`src/core/vdpc_map.vh`:
```
// Register offsets, field positions, reset values for the data path block.
// Assumes inclusion by the design files only.
`ifndef VDPC_MAP_VH
`define VDPC_MAP_VH
`define VDPC_ADDR_DATA_PATH 8'h22
`define VDPC_ADDR_GEN_CTRL 8'h23
`define VDPC_ADDR_IRQ_STATUS 8'h30
`define VDPC_ADDR_IRQ_MASK 8'h31
`define VDPC_RST_DATA_PATH 8'h00
`define VDPC_RST_GEN_CTRL 8'h10
`define VDPC_BIT_HOLD 7
`define VDPC_BIT_PASS_RGB 6
`define VDPC_BIT_DE_POL 5
`define VDPC_BIT_AUD_SUPP 4
`define VDPC_BIT_CHB_OVR 3
`define VDPC_BIT_WIDTH18 2
`define VDPC_BIT_AUD_XPORT 1
`define VDPC_BIT_CHB_EN 0
`define VDPC_BIT_CSUM_EN 7
`define VDPC_GEN_RW_MASK 8'h80
`define VDPC_IRQ_CSUM_ERR 0
`define VDPC_IRQ_REMOTE_LOAD 1
`endif

```
`src/core/vdpc_sync.v`:
```
// Two-flop synchroniser for a single level.
// Assumes the input is asynchronous to clock.
`timescale 1ns/1ps
`default_nettype none
module vdpc_sync (
    input wire clock,
    input wire rst_n,
    input wire din,
    output wire dout
);
reg stage1;
reg stage2;
always @(posedge clock) begin
    if (!rst_n) begin
        stage1 <= 1'b0;
        stage2 <= 1'b0;
    end else begin
        stage1 <= din;
        stage2 <= stage1;
    end
end
assign dout = stage2;
endmodule // vdpc_sync
`default_nettype wire

```
`src/core/vdpc_top.v`:
```
// Data path control and mode status registers of a video receiver.
// Assumes a same-clock register port, a same-clock remote load strobe,
// a same-clock pixel stream and an asynchronous strap pin.
//
// Summary of operation
// - Hold bit blocks remote register loading
// - Pass-through forwards RGB ignoring data enable
// - Pass-through disables protection, blocks audio
// - Polarity bit inverts data enable sense
// - Suppress bit withholds packetized audio
// - Channel B enable from register or strap
// - Width bit selects 18 or 24 bit
// - Transport bit selects audio carriage method
// - Channel B enable drives its output
// - Checksum enable checks per-line byte, reports
// - Read-only mode status bits exposed
//
// Added by the designer: the strobed register port.
`timescale 1ns/1ps
`default_nettype none
`include "vdpc_map.vh"
module vdpc_top (
    input wire clock,
    input wire rst_n,
    input wire [7:0] reg_addr,
    input wire [7:0] reg_wdata,
    input wire reg_write,
    input wire reg_read,
    output reg [7:0] reg_rdata,
    input wire remote_load,
    input wire [7:0] remote_value,
    input wire strap_chb_pin,
    input wire mode_sel_done,
    input wire low_freq_mode_status,
    input wire repeater_mode,
    input wire backward_mode,
    input wire [23:0] pixel_in,
    input wire de_in,
    input wire line_end,
    input wire [7:0] line_checksum,
    input wire audio_pkt_valid,
    input wire [23:0] audio_pkt_data,
    input wire chb_audio_in,
    output reg [23:0] pixel_out,
    output reg pixel_valid,
    output reg audio_chb_enable,
    output reg audio_channel_b_output,
    output reg content_protect_enable,
    output reg audio_transport_island,
    output reg video_width_18,
    output reg content_protect_status_reg,
    output wire irq
);
////////////////////////////////////////////////////////////////////////////
localparam [7:0] GEN_RST = `VDPC_RST_GEN_CTRL;
localparam [7:0] DP_RST = `VDPC_RST_DATA_PATH;

reg [7:0] data_path_control;
reg [7:0] next_data_path_control;
reg csum_enable;
reg next_csum_enable;
reg [1:0] irq_status;
reg [1:0] next_irq_status;
reg [1:0] irq_mask;
reg [1:0] next_irq_mask;
reg [7:0] line_sum;
reg [7:0] next_line_sum;
reg next_cp_status;
reg [23:0] next_pixel_out;
reg next_pixel_valid;
reg [7:0] general_read;
reg [7:0] next_rdata;
wire strap_chb;
wire de_active;
wire pass_rgb;
wire audio_allowed;
wire wr_dp;
wire wr_gen;
wire wr_irq_status;
wire wr_irq_mask;
wire csum_err;
wire remote_take;
wire chb_sel;
wire [1:0] irq_events;
wire [1:0] irq_clear;
wire [7:0] pixel_sum;

vdpc_sync u_strap (
    .clock(clock),
    .rst_n(rst_n),
    .din(strap_chb_pin),
    .dout(strap_chb)
);

function [7:0] vdpc_add8;
    input [7:0] a;
    input [7:0] b;
    begin
        vdpc_add8 = a + b;
    end
endfunction

function vdpc_hit;
    input [7:0] addr;
    input [7:0] target;
    begin
        vdpc_hit = (addr == target);
    end
endfunction

////////////////////////////////////////////////////////////////////////////
assign wr_dp = reg_write && vdpc_hit(reg_addr, `VDPC_ADDR_DATA_PATH);
assign wr_gen = reg_write && vdpc_hit(reg_addr, `VDPC_ADDR_GEN_CTRL);
assign wr_irq_status = reg_write &&
    vdpc_hit(reg_addr, `VDPC_ADDR_IRQ_STATUS);
assign wr_irq_mask = reg_write &&
    vdpc_hit(reg_addr, `VDPC_ADDR_IRQ_MASK);
assign remote_take = remote_load && !wr_dp &&
    !data_path_control[`VDPC_BIT_HOLD];
assign pass_rgb = data_path_control[`VDPC_BIT_PASS_RGB];
assign audio_allowed = audio_pkt_valid && !pass_rgb &&
    !data_path_control[`VDPC_BIT_AUD_SUPP];
assign de_active = de_in ^ data_path_control[`VDPC_BIT_DE_POL];
assign chb_sel = data_path_control[`VDPC_BIT_CHB_OVR] ?
    data_path_control[`VDPC_BIT_CHB_EN] : strap_chb;
assign pixel_sum = vdpc_add8(vdpc_add8(pixel_in[7:0], pixel_in[15:8]),
    pixel_in[23:16]);

always @* begin
    next_data_path_control = data_path_control;
    if (wr_dp) begin
        next_data_path_control = reg_wdata;
    end else if (remote_take) begin
        next_data_path_control = {data_path_control[`VDPC_BIT_HOLD],
            remote_value[6:0]};
    end
end

always @(posedge clock) begin
    if (!rst_n) begin
        data_path_control <= DP_RST;
    end else begin
        data_path_control <= next_data_path_control;
    end
end

always @* begin
    next_csum_enable = csum_enable;
    if (wr_gen) begin
        next_csum_enable = reg_wdata[`VDPC_BIT_CSUM_EN];
    end
end

always @(posedge clock) begin
    if (!rst_n) begin
        csum_enable <= GEN_RST[`VDPC_BIT_CSUM_EN];
    end else begin
        csum_enable <= next_csum_enable;
    end
end

////////////////////////////////////////////////////////////////////////////
always @* begin
    next_pixel_valid = pass_rgb || de_active;
    if (pass_rgb || de_active) begin
        next_pixel_out = pixel_in;
    end else if (audio_allowed) begin
        next_pixel_out = audio_pkt_data;
    end else begin
        next_pixel_out = 24'h000000;
    end
end

always @(posedge clock) begin
    if (!rst_n) begin
        pixel_out <= 24'h000000;
        pixel_valid <= 1'b0;
    end else begin
        pixel_out <= next_pixel_out;
        pixel_valid <= next_pixel_valid;
    end
end

always @(posedge clock) begin
    if (!rst_n) begin
        audio_chb_enable <= 1'b0;
        audio_channel_b_output <= 1'b0;
        content_protect_enable <= 1'b0;
        audio_transport_island <= 1'b0;
        video_width_18 <= 1'b0;
    end else begin
        audio_chb_enable <= chb_sel;
        audio_channel_b_output <= chb_sel && chb_audio_in;
        content_protect_enable <= !pass_rgb;
        audio_transport_island <= data_path_control[`VDPC_BIT_AUD_XPORT];
        video_width_18 <= data_path_control[`VDPC_BIT_WIDTH18];
    end
end

////////////////////////////////////////////////////////////////////////////
// line checksum compare
assign csum_err = csum_enable && line_end && (line_sum != line_checksum);

always @* begin
    next_line_sum = line_sum;
    if (line_end) begin
        next_line_sum = 8'h00;
    end else if (de_active) begin
        next_line_sum = vdpc_add8(line_sum, pixel_sum);
    end
end

always @* begin
    next_cp_status = content_protect_status_reg;
    if (csum_err) begin
        next_cp_status = 1'b1;
    end else if (line_end) begin
        next_cp_status = 1'b0;
    end
end

always @(posedge clock) begin
    if (!rst_n) begin
        line_sum <= 8'h00;
        content_protect_status_reg <= 1'b0;
    end else begin
        line_sum <= next_line_sum;
        content_protect_status_reg <= next_cp_status;
    end
end

assign irq_events = {remote_take, csum_err};
assign irq_clear = wr_irq_status ? reg_wdata[1:0] : 2'h0;

// Sticky events, set wins over clear
always @* begin
    next_irq_status = (irq_status & ~irq_clear) | irq_events;
    next_irq_mask = irq_mask;
    if (wr_irq_mask) begin
        next_irq_mask = reg_wdata[1:0];
    end
end

always @(posedge clock) begin
    if (!rst_n) begin
        irq_status <= 2'h0;
        irq_mask <= 2'h0;
    end else begin
        irq_status <= next_irq_status;
        irq_mask <= next_irq_mask;
    end
end

assign irq = |(irq_status & irq_mask);

////////////////////////////////////////////////////////////////////////////
always @* begin
    general_read = {csum_enable, 2'h0, mode_sel_done,
        low_freq_mode_status, repeater_mode, backward_mode, chb_sel};
end

always @* begin
    next_rdata = 8'h00;
    if (reg_read) begin
        case (reg_addr)
            `VDPC_ADDR_DATA_PATH: begin
                next_rdata = data_path_control;
            end
            `VDPC_ADDR_GEN_CTRL: begin
                next_rdata = general_read;
            end
            `VDPC_ADDR_IRQ_STATUS: begin
                next_rdata = {6'h00, irq_status};
            end
            `VDPC_ADDR_IRQ_MASK: begin
                next_rdata = {6'h00, irq_mask};
            end
            default: begin
                next_rdata = 8'h00;
            end
        endcase
    end
end

always @(posedge clock) begin
    if (!rst_n) begin
        reg_rdata <= 8'h00;
    end else begin
        reg_rdata <= next_rdata;
    end
end
endmodule // vdpc_top
`default_nettype wire

```
`config.mk`:
```
export PLATFORM = sky130hd
export DESIGN_NAME = vdpc_top
export DESIGN_NICKNAME = d
export VERILOG_FILES = /design/src/core/vdpc_sync.v /design/src/core/vdpc_top.v
export VERILOG_INCLUDE_DIRS = /design/src /design/src/core
export SDC_FILE = /design/constraint.sdc
export NUM_CORES = 1
export LEC_CHECK = 0
export BUFFER_PORTS_ARGS = -buffer_cell sky130_fd_sc_hd__buf_2
export CAP_MARGIN = 20
export CORE_MARGIN = 5
export CORE_UTILIZATION = 30
export CTS_CLUSTER_SIZE = 28
export DETAILED_ROUTE_END_ITERATION = 12
export REMOVE_ABC_BUFFERS = 1
export SETUP_SLACK_MARGIN = 0.1
export SLEW_MARGIN = 10
export SYNTH_ARGS = -nofsm -noshare
export SYNTH_HDL_FRONTEND = slang
export SYNTH_SLANG_ARGS = --single-unit
```
`constraint.sdc`:
```
create_clock -name clock -period 4.85 [get_ports clock]
set_clock_uncertainty 0.2 [all_clocks]
set_input_delay 0.2425 -clock clock [delete_from_list [all_inputs] [get_ports clock]]
set_output_delay 0.2425 -clock clock [all_outputs]
set_load 0.01 [all_outputs]
```
Yosys cells after proc, flatten, opt, wreduce, memory -nomap -nowiden
Index checks and enable logic that the tools add are counted.
{ "word_totals": {"input_bits": 94, "output_inout_bits": 40, "elab_cells": 61, "ff_bits": 62} }
{ "op_classes": {"mux": 9, "n_reduce_logical": 21, "bitwise_logic": 6, "n_eq_ne": 5, "n_addsub": 3} }
{ "op_table": {"columns": ["cell", "n"], "rows": [
  ["24-bit two-way mux", 2],
  ["8-bit by 6-bit equality test with 1-bit output, second input constant", 4],
  ["8-bit case mux with 4 select lines", 1],
  ["8-bit adder", 3],
  ["1-bit logical AND", 11],
  ["8-bit two-way mux", 1],
  ["8-bit != test", 1],
  ["7-bit two-way mux", 1],
  ["2-bit bitwise AND", 2],
  ["1-bit logical NOT", 4],
  ["2-bit nonzero test", 2],
  ["2-bit OR reduction", 2],
  ["1-bit two-way mux", 3],
  ["2-bit two-way mux", 1],
  ["2-bit inverter", 1],
  ["2-bit bitwise OR", 1],
  ["2-bit AND reduction", 1],
  ["1-bit logical OR", 1],
  ["1-bit inverter", 1],
  ["1-bit bitwise XOR", 1]
]} }

Logic depth before layout (Yosys ltp)
Gate-level depths: netlist (run 1).
{ "logic_depth": {"depth_word": 7, "ltp_mapped": 13, "ltp_nobuf": 13} }

Cells and area by module
A second synthesis (run 1) with hierarchy kept.
{ "hier_totals": {"cells_unflattened": 297, "area_unflattened_um2": 3009.1} }
{ "by_module_without_submodules": {"columns": ["module", "cells_per_inst", "n_inst", "area_per_inst_um2", "seq_area_each_um2"], "rows": [
  ["vdpc_top", 293, 1, 2956.6, 1201.2],
  ["vdpc_sync", 4, 1, 52.6, 40.0]
]} }

Least setup slack after synthesis (run 1)
Ideal clock, no wire load.
{ "synth_path": {"path_kind": "in2reg", "startpoint": "input port pixel_in[1]", "endpoint": "register line_sum[7]", "setup_ns": 0.070, "arrival_time_ns": 2.802, "cell_stages": 13, "setup_slack_ns": 1.777, "t_required_ns": 4.580, "cell_sequence": "inv_1 fa_1 inv_1 fa_1 ha_1 inv_1 fa_1 nor2b_1 o31ai_1 a21oi_1 xnor2_1 or3_1 a21oi_1"} }
{ "synth_via": {"elab_chain_cells": 3} }
{ "synth_rtl": {"columns": ["element", "line", "text"], "rows": [
  ["start: declaration", "vdpc_top.v:37", "input wire [23:0] pixel_in,"],
  ["8-bit adder (3 in series)", "vdpc_top.v:99", "vdpc_add8 = a + b;"],
  ["end signal: assignment", "vdpc_top.v:227", "line_sum <= next_line_sum;"],
  ["end: declaration", "vdpc_top.v:66", "reg [7:0] line_sum;"]
]} }
Every way passes these cells.
A chain may end at the register's enable or synchronous reset.

Worst setup path in the final report (run 1)
Same ends and word-level chain as after synthesis.

==> results of run 1 <==
==> through the flow <==
| stage | cells | hold slack (ps) | cell area (um^2) |
|---|---|---|---|
| after floorplan | 290 | 119 | 2950 |
| after global placement | 557 | 213 | 3790 |
| after detailed placement | 557 | 222 | 3790 |
| after CTS | 629 | 8.32 | 4520 |
| after global routing | 629 | 28.0 | 4520 |
| final | 629 | 22.0 | 4520 |
==> layout make-up <==
| type | instances | area (um^2) | area share [%] |
|---|---|---|---|
| multi-input combinational | 191 | 1570 | 34.8 |
| sequential | 62 | 1240 | 27.4 |
| timing repair buffer | 190 | 1240 | 27.3 |
| tap | 133 | 166 | 3.68 |
| clock buffer | 12 | 145 | 3.21 |
| inverter | 37 | 139 | 3.07 |
| clock inverter | 4 | 22.5 | 0.498 |
==> report_power, final <==
part / total, uW / switching (uW) / leakage (uW) / internal (uW)
registers: 561 / 17.5 / 0.000509 / 543
clock network: 396 / 199 / 0.0000861 / 197
logic: 378 / 179 / 0.00172 / 198
total: 1330 / 396 / 0.00232 / 939
==> cell usage after synthesis, types with 2 or more instances <==
library cell | number | area, um^2
dfxtp_1 | 62 | 1240
inv_1 | 37 | 139
a22o_1 | 25 | 219
nand3_1 | 21 | 105
nand2_1 | 19 | 71.3
fa_1 | 14 | 280
nor2_1 | 11 | 41.3
nor2b_1 | 10 | 62.6
a21oi_1 | 9 | 45.0
xor2_1 | 9 | 78.8
mux2i_1 | 8 | 80.1
xnor2_1 | 8 | 70.1
clkbuf_1 | 7 | 26.3
ha_1 | 7 | 87.6
o211a_1 | 7 | 70.1
and2_1 | 5 | 31.3
buf_2 | 4 | 20.0
mux2_2 | 4 | 45.0
nand4_1 | 3 | 18.8
o21ai_0 | 3 | 15.0
a21o_1 | 2 | 15.0
a22oi_1 | 2 | 15.0
nor3b_1 | 2 | 15.0
nor4_1 | 2 | 12.5
nor4b_1 | 2 | 17.5
o21a_1 | 2 | 15.0
==> routing by layer <==
layer | track usage [%] | up-vias | part of all wire (%)
li1 | - | 1407 | -
met1 | 17.6 | 1281 | 43
met2 | 25.3 | 120 | 48
met3 | 5.13 | 13 | 8.2
met4 | 3.43 | 0 | 1.5
met5 | 0 | - | 0
==> cells by family (layout without fill, tap and decap cells) <==
kind of cell	count (synthesis)	count (layout)
AO/OA/AOI/OAI	57	57
XOR/XNOR	17	17
adder cells (fa/ha/maj)	21	21
buffers and inverters	50	243
flip-flops	62	62
multiplexers	12	12
AND/OR/NAND/NOR	84	84
==> what timing repair did <==
action | 4_1_cts | 5_1_grt
endpoints found under the hold margin | 33 | 0
setup buffers | 0 | 0
hold buffers | 56 | 0
==> worst max-delay path, delay by kind of cell <==
| kind | cells | cell delay, ps |
|---|---|---|
| adder cells (fa/ha/maj) | 4 | 1600 |
| AND/OR/NAND/NOR | 2 | 480 |
| AO/OA/AOI/OAI | 3 | 420 |
| buffers and inverters | 4 | 260 |
| XOR/XNOR | 1 | 100 |
==> path summary, 6_finish.rpt <==
path | startpoint | to | slack [ps]
hold reg to reg | u_strap.stage1$_SDFF_PN0_ | u_strap.dout$_SDFF_PN0_ | 240
hold / removal | remote_load | irq_status[1]$_SDFF_PN0_ | 20
setup / recovery | pixel_in[1] | line_sum[7]$_SDFFE_PP0P_ | 1820
setup reg to reg | data_path_control[5]$_SDFFE_PN0P_ | pixel_out[9]$_SDFF_PN0_ | 1960
==> reports/results.ini, run 1 <==
[global_routing]
grt_pass1_wl_um=13900
antenna_found_initial=0
grt.overflow.total=0
grt_usage_pct=14.7
first_global_vias=3013
grt_max_degree=26

[place]
post-dp-hpwl_um=6130
place_ws_ps=1470
gp_congestion=0.871
portBuffers=132

[floorplan]
core_area_mm2=0.00977
die_h_um=110
fp.dieArea_mm2=0.0122
rows=36
die_w_um=110
io_pins=134
start_util_pct=30.8

[cells_and_area]
final_common_cell=buf_2
largest_reg_flops=24
area_growth_pct=50.1
regMostFlops=pixel_out
fillers=989
fin_util_pct=46.3
drive_gt1_share_pct=32.1
fin_nets=606
mostFrequentLayoutCells=buf_2, dfxtp_1, dlygate4sd3_1, inv_1, a22o_1
antenna-diode-count=0

[route]
routedWlPerCell_um=13.9
drt_iter0_drc=83
via_per_inst=4.48
dr.pass1.iters=6
postRouteAntennaNets=0
finalWirelength_um=8740
drc_errors=0
num_vias=2821

[logic_synthesis]
synthAdderAreaFrac_pct=12.2
synth_edf_count=0
syn-cell-area_mm2=0.00301
synth_compound_area_share_pct=15.2
yosys-mux-area-fraction_pct=4.15
postSynthAreaPerCell_um2=9.95
seq_area_frac_synth_pct=41.2
yosys.area_share.xor_xnor_pct=4.94
ys_types=44
synth-main-ff-cell=dfxtp_1
synth-seq-cells=62
ys_warn_count=0
synth_cells=303
synth_top_family_by_area=simple AND/OR/NAND/NOR gates
synthSimpleGateAreaFrac_pct=15.7
ys_async_sr_fraction_pct=0

[worst_setup_path]
crit_slowest_cell=fa_1
rr_worst_depth=4
max_stage_delay_ps=530
crit_arrival_ps=3100
critPathKind=in -> reg
required_ps=4920
crit_fanout=2
start_kind=input port
cp_cell_sequence=buf_2 -> inv_1 -> fa_1 -> inv_1 -> fa_1 -> ha_1 -> inv_1 -> fa_1 -> nor2b_1 -> o31ai_1 -> a21oi_1 -> xnor2_1 -> or3_1 -> a21oi_1
critPathCaptureType=flip-flop

[clocking]
htree_levels=3
cts_tree=yes
ctsLongestPathBuffers=2
clock_latency_ps=330
ctsResizeCount=0
numClockSinks=62
path_clk_slew_ps=70
clockRootBuffer=clkbuf_8
numCtsBuffers=9

[sta]
final.period_utilization_pct=62.5
tightest_slew_ps=994
slew_headroom_pct=33.7
clock.fmax_mhz=330
period_minus_slack_ps=3030
rsz0062_at_grt=false
finalHoldViolCount=0
setup_violations=0
drv_slew=0
worst_slack_ps=1820
finalSetupTns_ps=0

[pwr]
leakage_uw=0.00232
powerDensity_mw_per_mm2=295
worst_ir_drop_vdd_v=0.000151
total_power_uw=1330

[status]
outcome=finished clean

[hold_path]
hold_class=in -> reg
hold_depth=3

[job]
cap_violations=0

No activity file was read; power rests on OpenSTA's default activity.
==> inputs of run 2 (changes only) <==
clock period = 2.91 ns   (was 4.85 ns; I/O delays follow)
==> run 2 against run 1 <==
  * Count of clock-buffer cells in the layout increased by 1
  * Utilization increased by 2.6 points
  * Critical path depth unchanged
  * Clock power increased by 74%
  * Sequential share of layout area decreased by 1.5 points
  * Routed wire length increased by 3.3%
  * Die area unchanged
==> reports/results.ini, run 2 (synthesis gave the netlist of run 1 again) <==
[place]
place_ws_ps=-398
post-dp-hpwl_um=6240
gp_congestion=0.861
portBuffers=132

[floorplan]
core_area_mm2=0.00977
rows=36
io_pins=134
start_util_pct=30.8
fp.dieArea_mm2=0.0122
die_w_um=110
die_h_um=110

[route]
dr.pass1.iters=4
postRouteAntennaNets=0
drc_errors=0
finalWirelength_um=9030
routedWlPerCell_um=13.9
via_per_inst=4.52
num_vias=2942
drt_iter0_drc=94

[worst_setup_path]
max_stage_delay_ps=550
required_ps=2980
rrSetupSlack_ps=220
r2r_start=line_sum[3]$_SDFFE_PP0P_
rr_worst_depth=10
critical_path_depth=14
crit_fanout=2
start_kind=input port
critical_path.top_delay_family=adder cells
cp_cell_sequence=buf_6 -> inv_2 -> fa_1 -> inv_1 -> fa_1 -> ha_2 -> inv_2 -> fa_2 -> nor2b_2 -> o31ai_2 -> a21oi_2 -> xnor2_1 -> or3_1 -> a21oi_2
reg2reg_to=line_sum[7]$_SDFFE_PP0P_
critPathCaptureType=flip-flop
crit_slowest_cell=fa_1
critPathKind=in -> reg
crit_arrival_ps=2840
crit_buf_inv=4

[clocking]
clock_latency_ps=330
clockRootBuffer=clkbuf_8
htree_levels=3
cts_tree=yes
numClockSinks=62
numCtsBuffers=9
path_clk_slew_ps=70
ctsLongestPathBuffers=2

[pwr]
powerDensity_mw_per_mm2=486
worst_ir_drop_vdd_v=0.000196
total_power_uw=2320
leakage_uw=0.00242

[global_routing]
first_global_vias=3145
grt_max_degree=26
met2_usage_pct=27.9
grt_pass1_wl_um=14000
busiest_layer=met2
grt.overflow.total=0
grt_util_met3_pct=3.73
use_met1_pct=15.9
grt_usage_pct=14.8
antenna_found_initial=0

[hold_path]
hold_depth=4
min_from=reg_wdata[6]
hold_class=in -> reg
hold_end=data_path_control[6]$_SDFFE_PN0P_

[cells_and_area]
antenna-diode-count=0
area_growth_pct=58.5
fin_nets=630
largest_reg_flops=24
regMostFlops=pixel_out
final_common_cell=buf_2
mostFrequentLayoutCells=buf_2, dlygate4sd3_1, dfxtp_1, inv_1, a22o_1
drive_gt1_share_pct=34.2

[sta]
final.period_utilization_pct=95.4
drv_slew=0
setup_violations=0
slew_headroom_pct=55.0
clock.fmax_mhz=360
rsz0062_at_grt=true
period_minus_slack_ps=2780
worst_slack_ps=134
tightest_slew_ps=672
holdWs_ps=17.1
finalHoldViolCount=0

[job]
cap_violations=0

[status]
outcome=finished clean

-- run 2: changes by cell type in the layout (fill, tap and decap cells not counted), sizes merged --
cell | before | now
clkinv | 3 | 1
dlygate4sd3 | 56 | 70
buf | 134 | 144
clkinvlp | 1 | 0
clkbuf | 12 | 13
-- run 2: worst max path at each step --
stage                            start                        to  slack, ps
after floorplan            pixel_in[1]  line_sum[7]$_SDFFE_PP0P_        -70
final                      pixel_in[1]  line_sum[7]$_SDFFE_PP0P_        130
after global routing       pixel_in[1]  line_sum[7]$_SDFFE_PP0P_         40
after global placement     pixel_in[1]  line_sum[7]$_SDFFE_PP0P_       -300
after detailed placement   pixel_in[1]  line_sum[7]$_SDFFE_PP0P_       -400
after CTS                 pixel_in[17]  line_sum[7]$_SDFFE_PP0P_         40
-- run 2: per-stage QoR --
stage	utilization [%]	setup TNS, ps	cell area (um^2)	std cells
after floorplan	-	-67.1	2950	290
after global placement	39.4	-312	3850	564
after detailed placement	39.4	-398	3850	564
after CTS	48.6	0	4750	650
after global routing	48.9	0	4780	651
final	48.9	0	4780	651
-- run 2: where the power goes --
| part | internal [uW] | switching, uW | total, uW |
|---|---|---|---|
| combinational | 378 | 320 | 698 |
| sequential | 906 | 29.3 | 935 |
| clock | 369 | 321 | 689 |
-- run 2: routing by layer --
metal / routed length (um) / vias up / share of wire [%]
met3: 710 / 13 / 7.9
met1: 3690 / 1361 / 41
met4: 150 / 0 / 1.7
met2: 4470 / 109 / 50
met5: 0 / - / 0
li1: - / 1459 / -
-- run 2: repair_timing --
action,in CTS,in global routing
resized for setup,4,7
cloned,0,0
setup endpoints to repair,1,1
setup buffers,2,1
hold buffers,70,0
hold endpoints to repair,45,0
pin swaps,7,4
-- run 2: final cells by class --
cell class,instances,area [um^2]
Fill cell,905,5000
Clock buffer,13,169
Multi-Input combinational cell,191,1590
Sequential cell,62,1240
Tap cell,133,166
Clock inverter,1,5.00
Timing Repair Buffer,214,1460
Inverter,37,139
-- run 2: worst reg2reg max path, cell delays in order, from the launching register on --
cell and delay, ps:
dfxtp_1 380, inv_1 80, fa_1 530, inv_1 40, ha_1 290, nor2b_2 170, o31ai_2 250, a21oi_2 100
xnor2_1 140, or3_1 320, a21oi_2 120
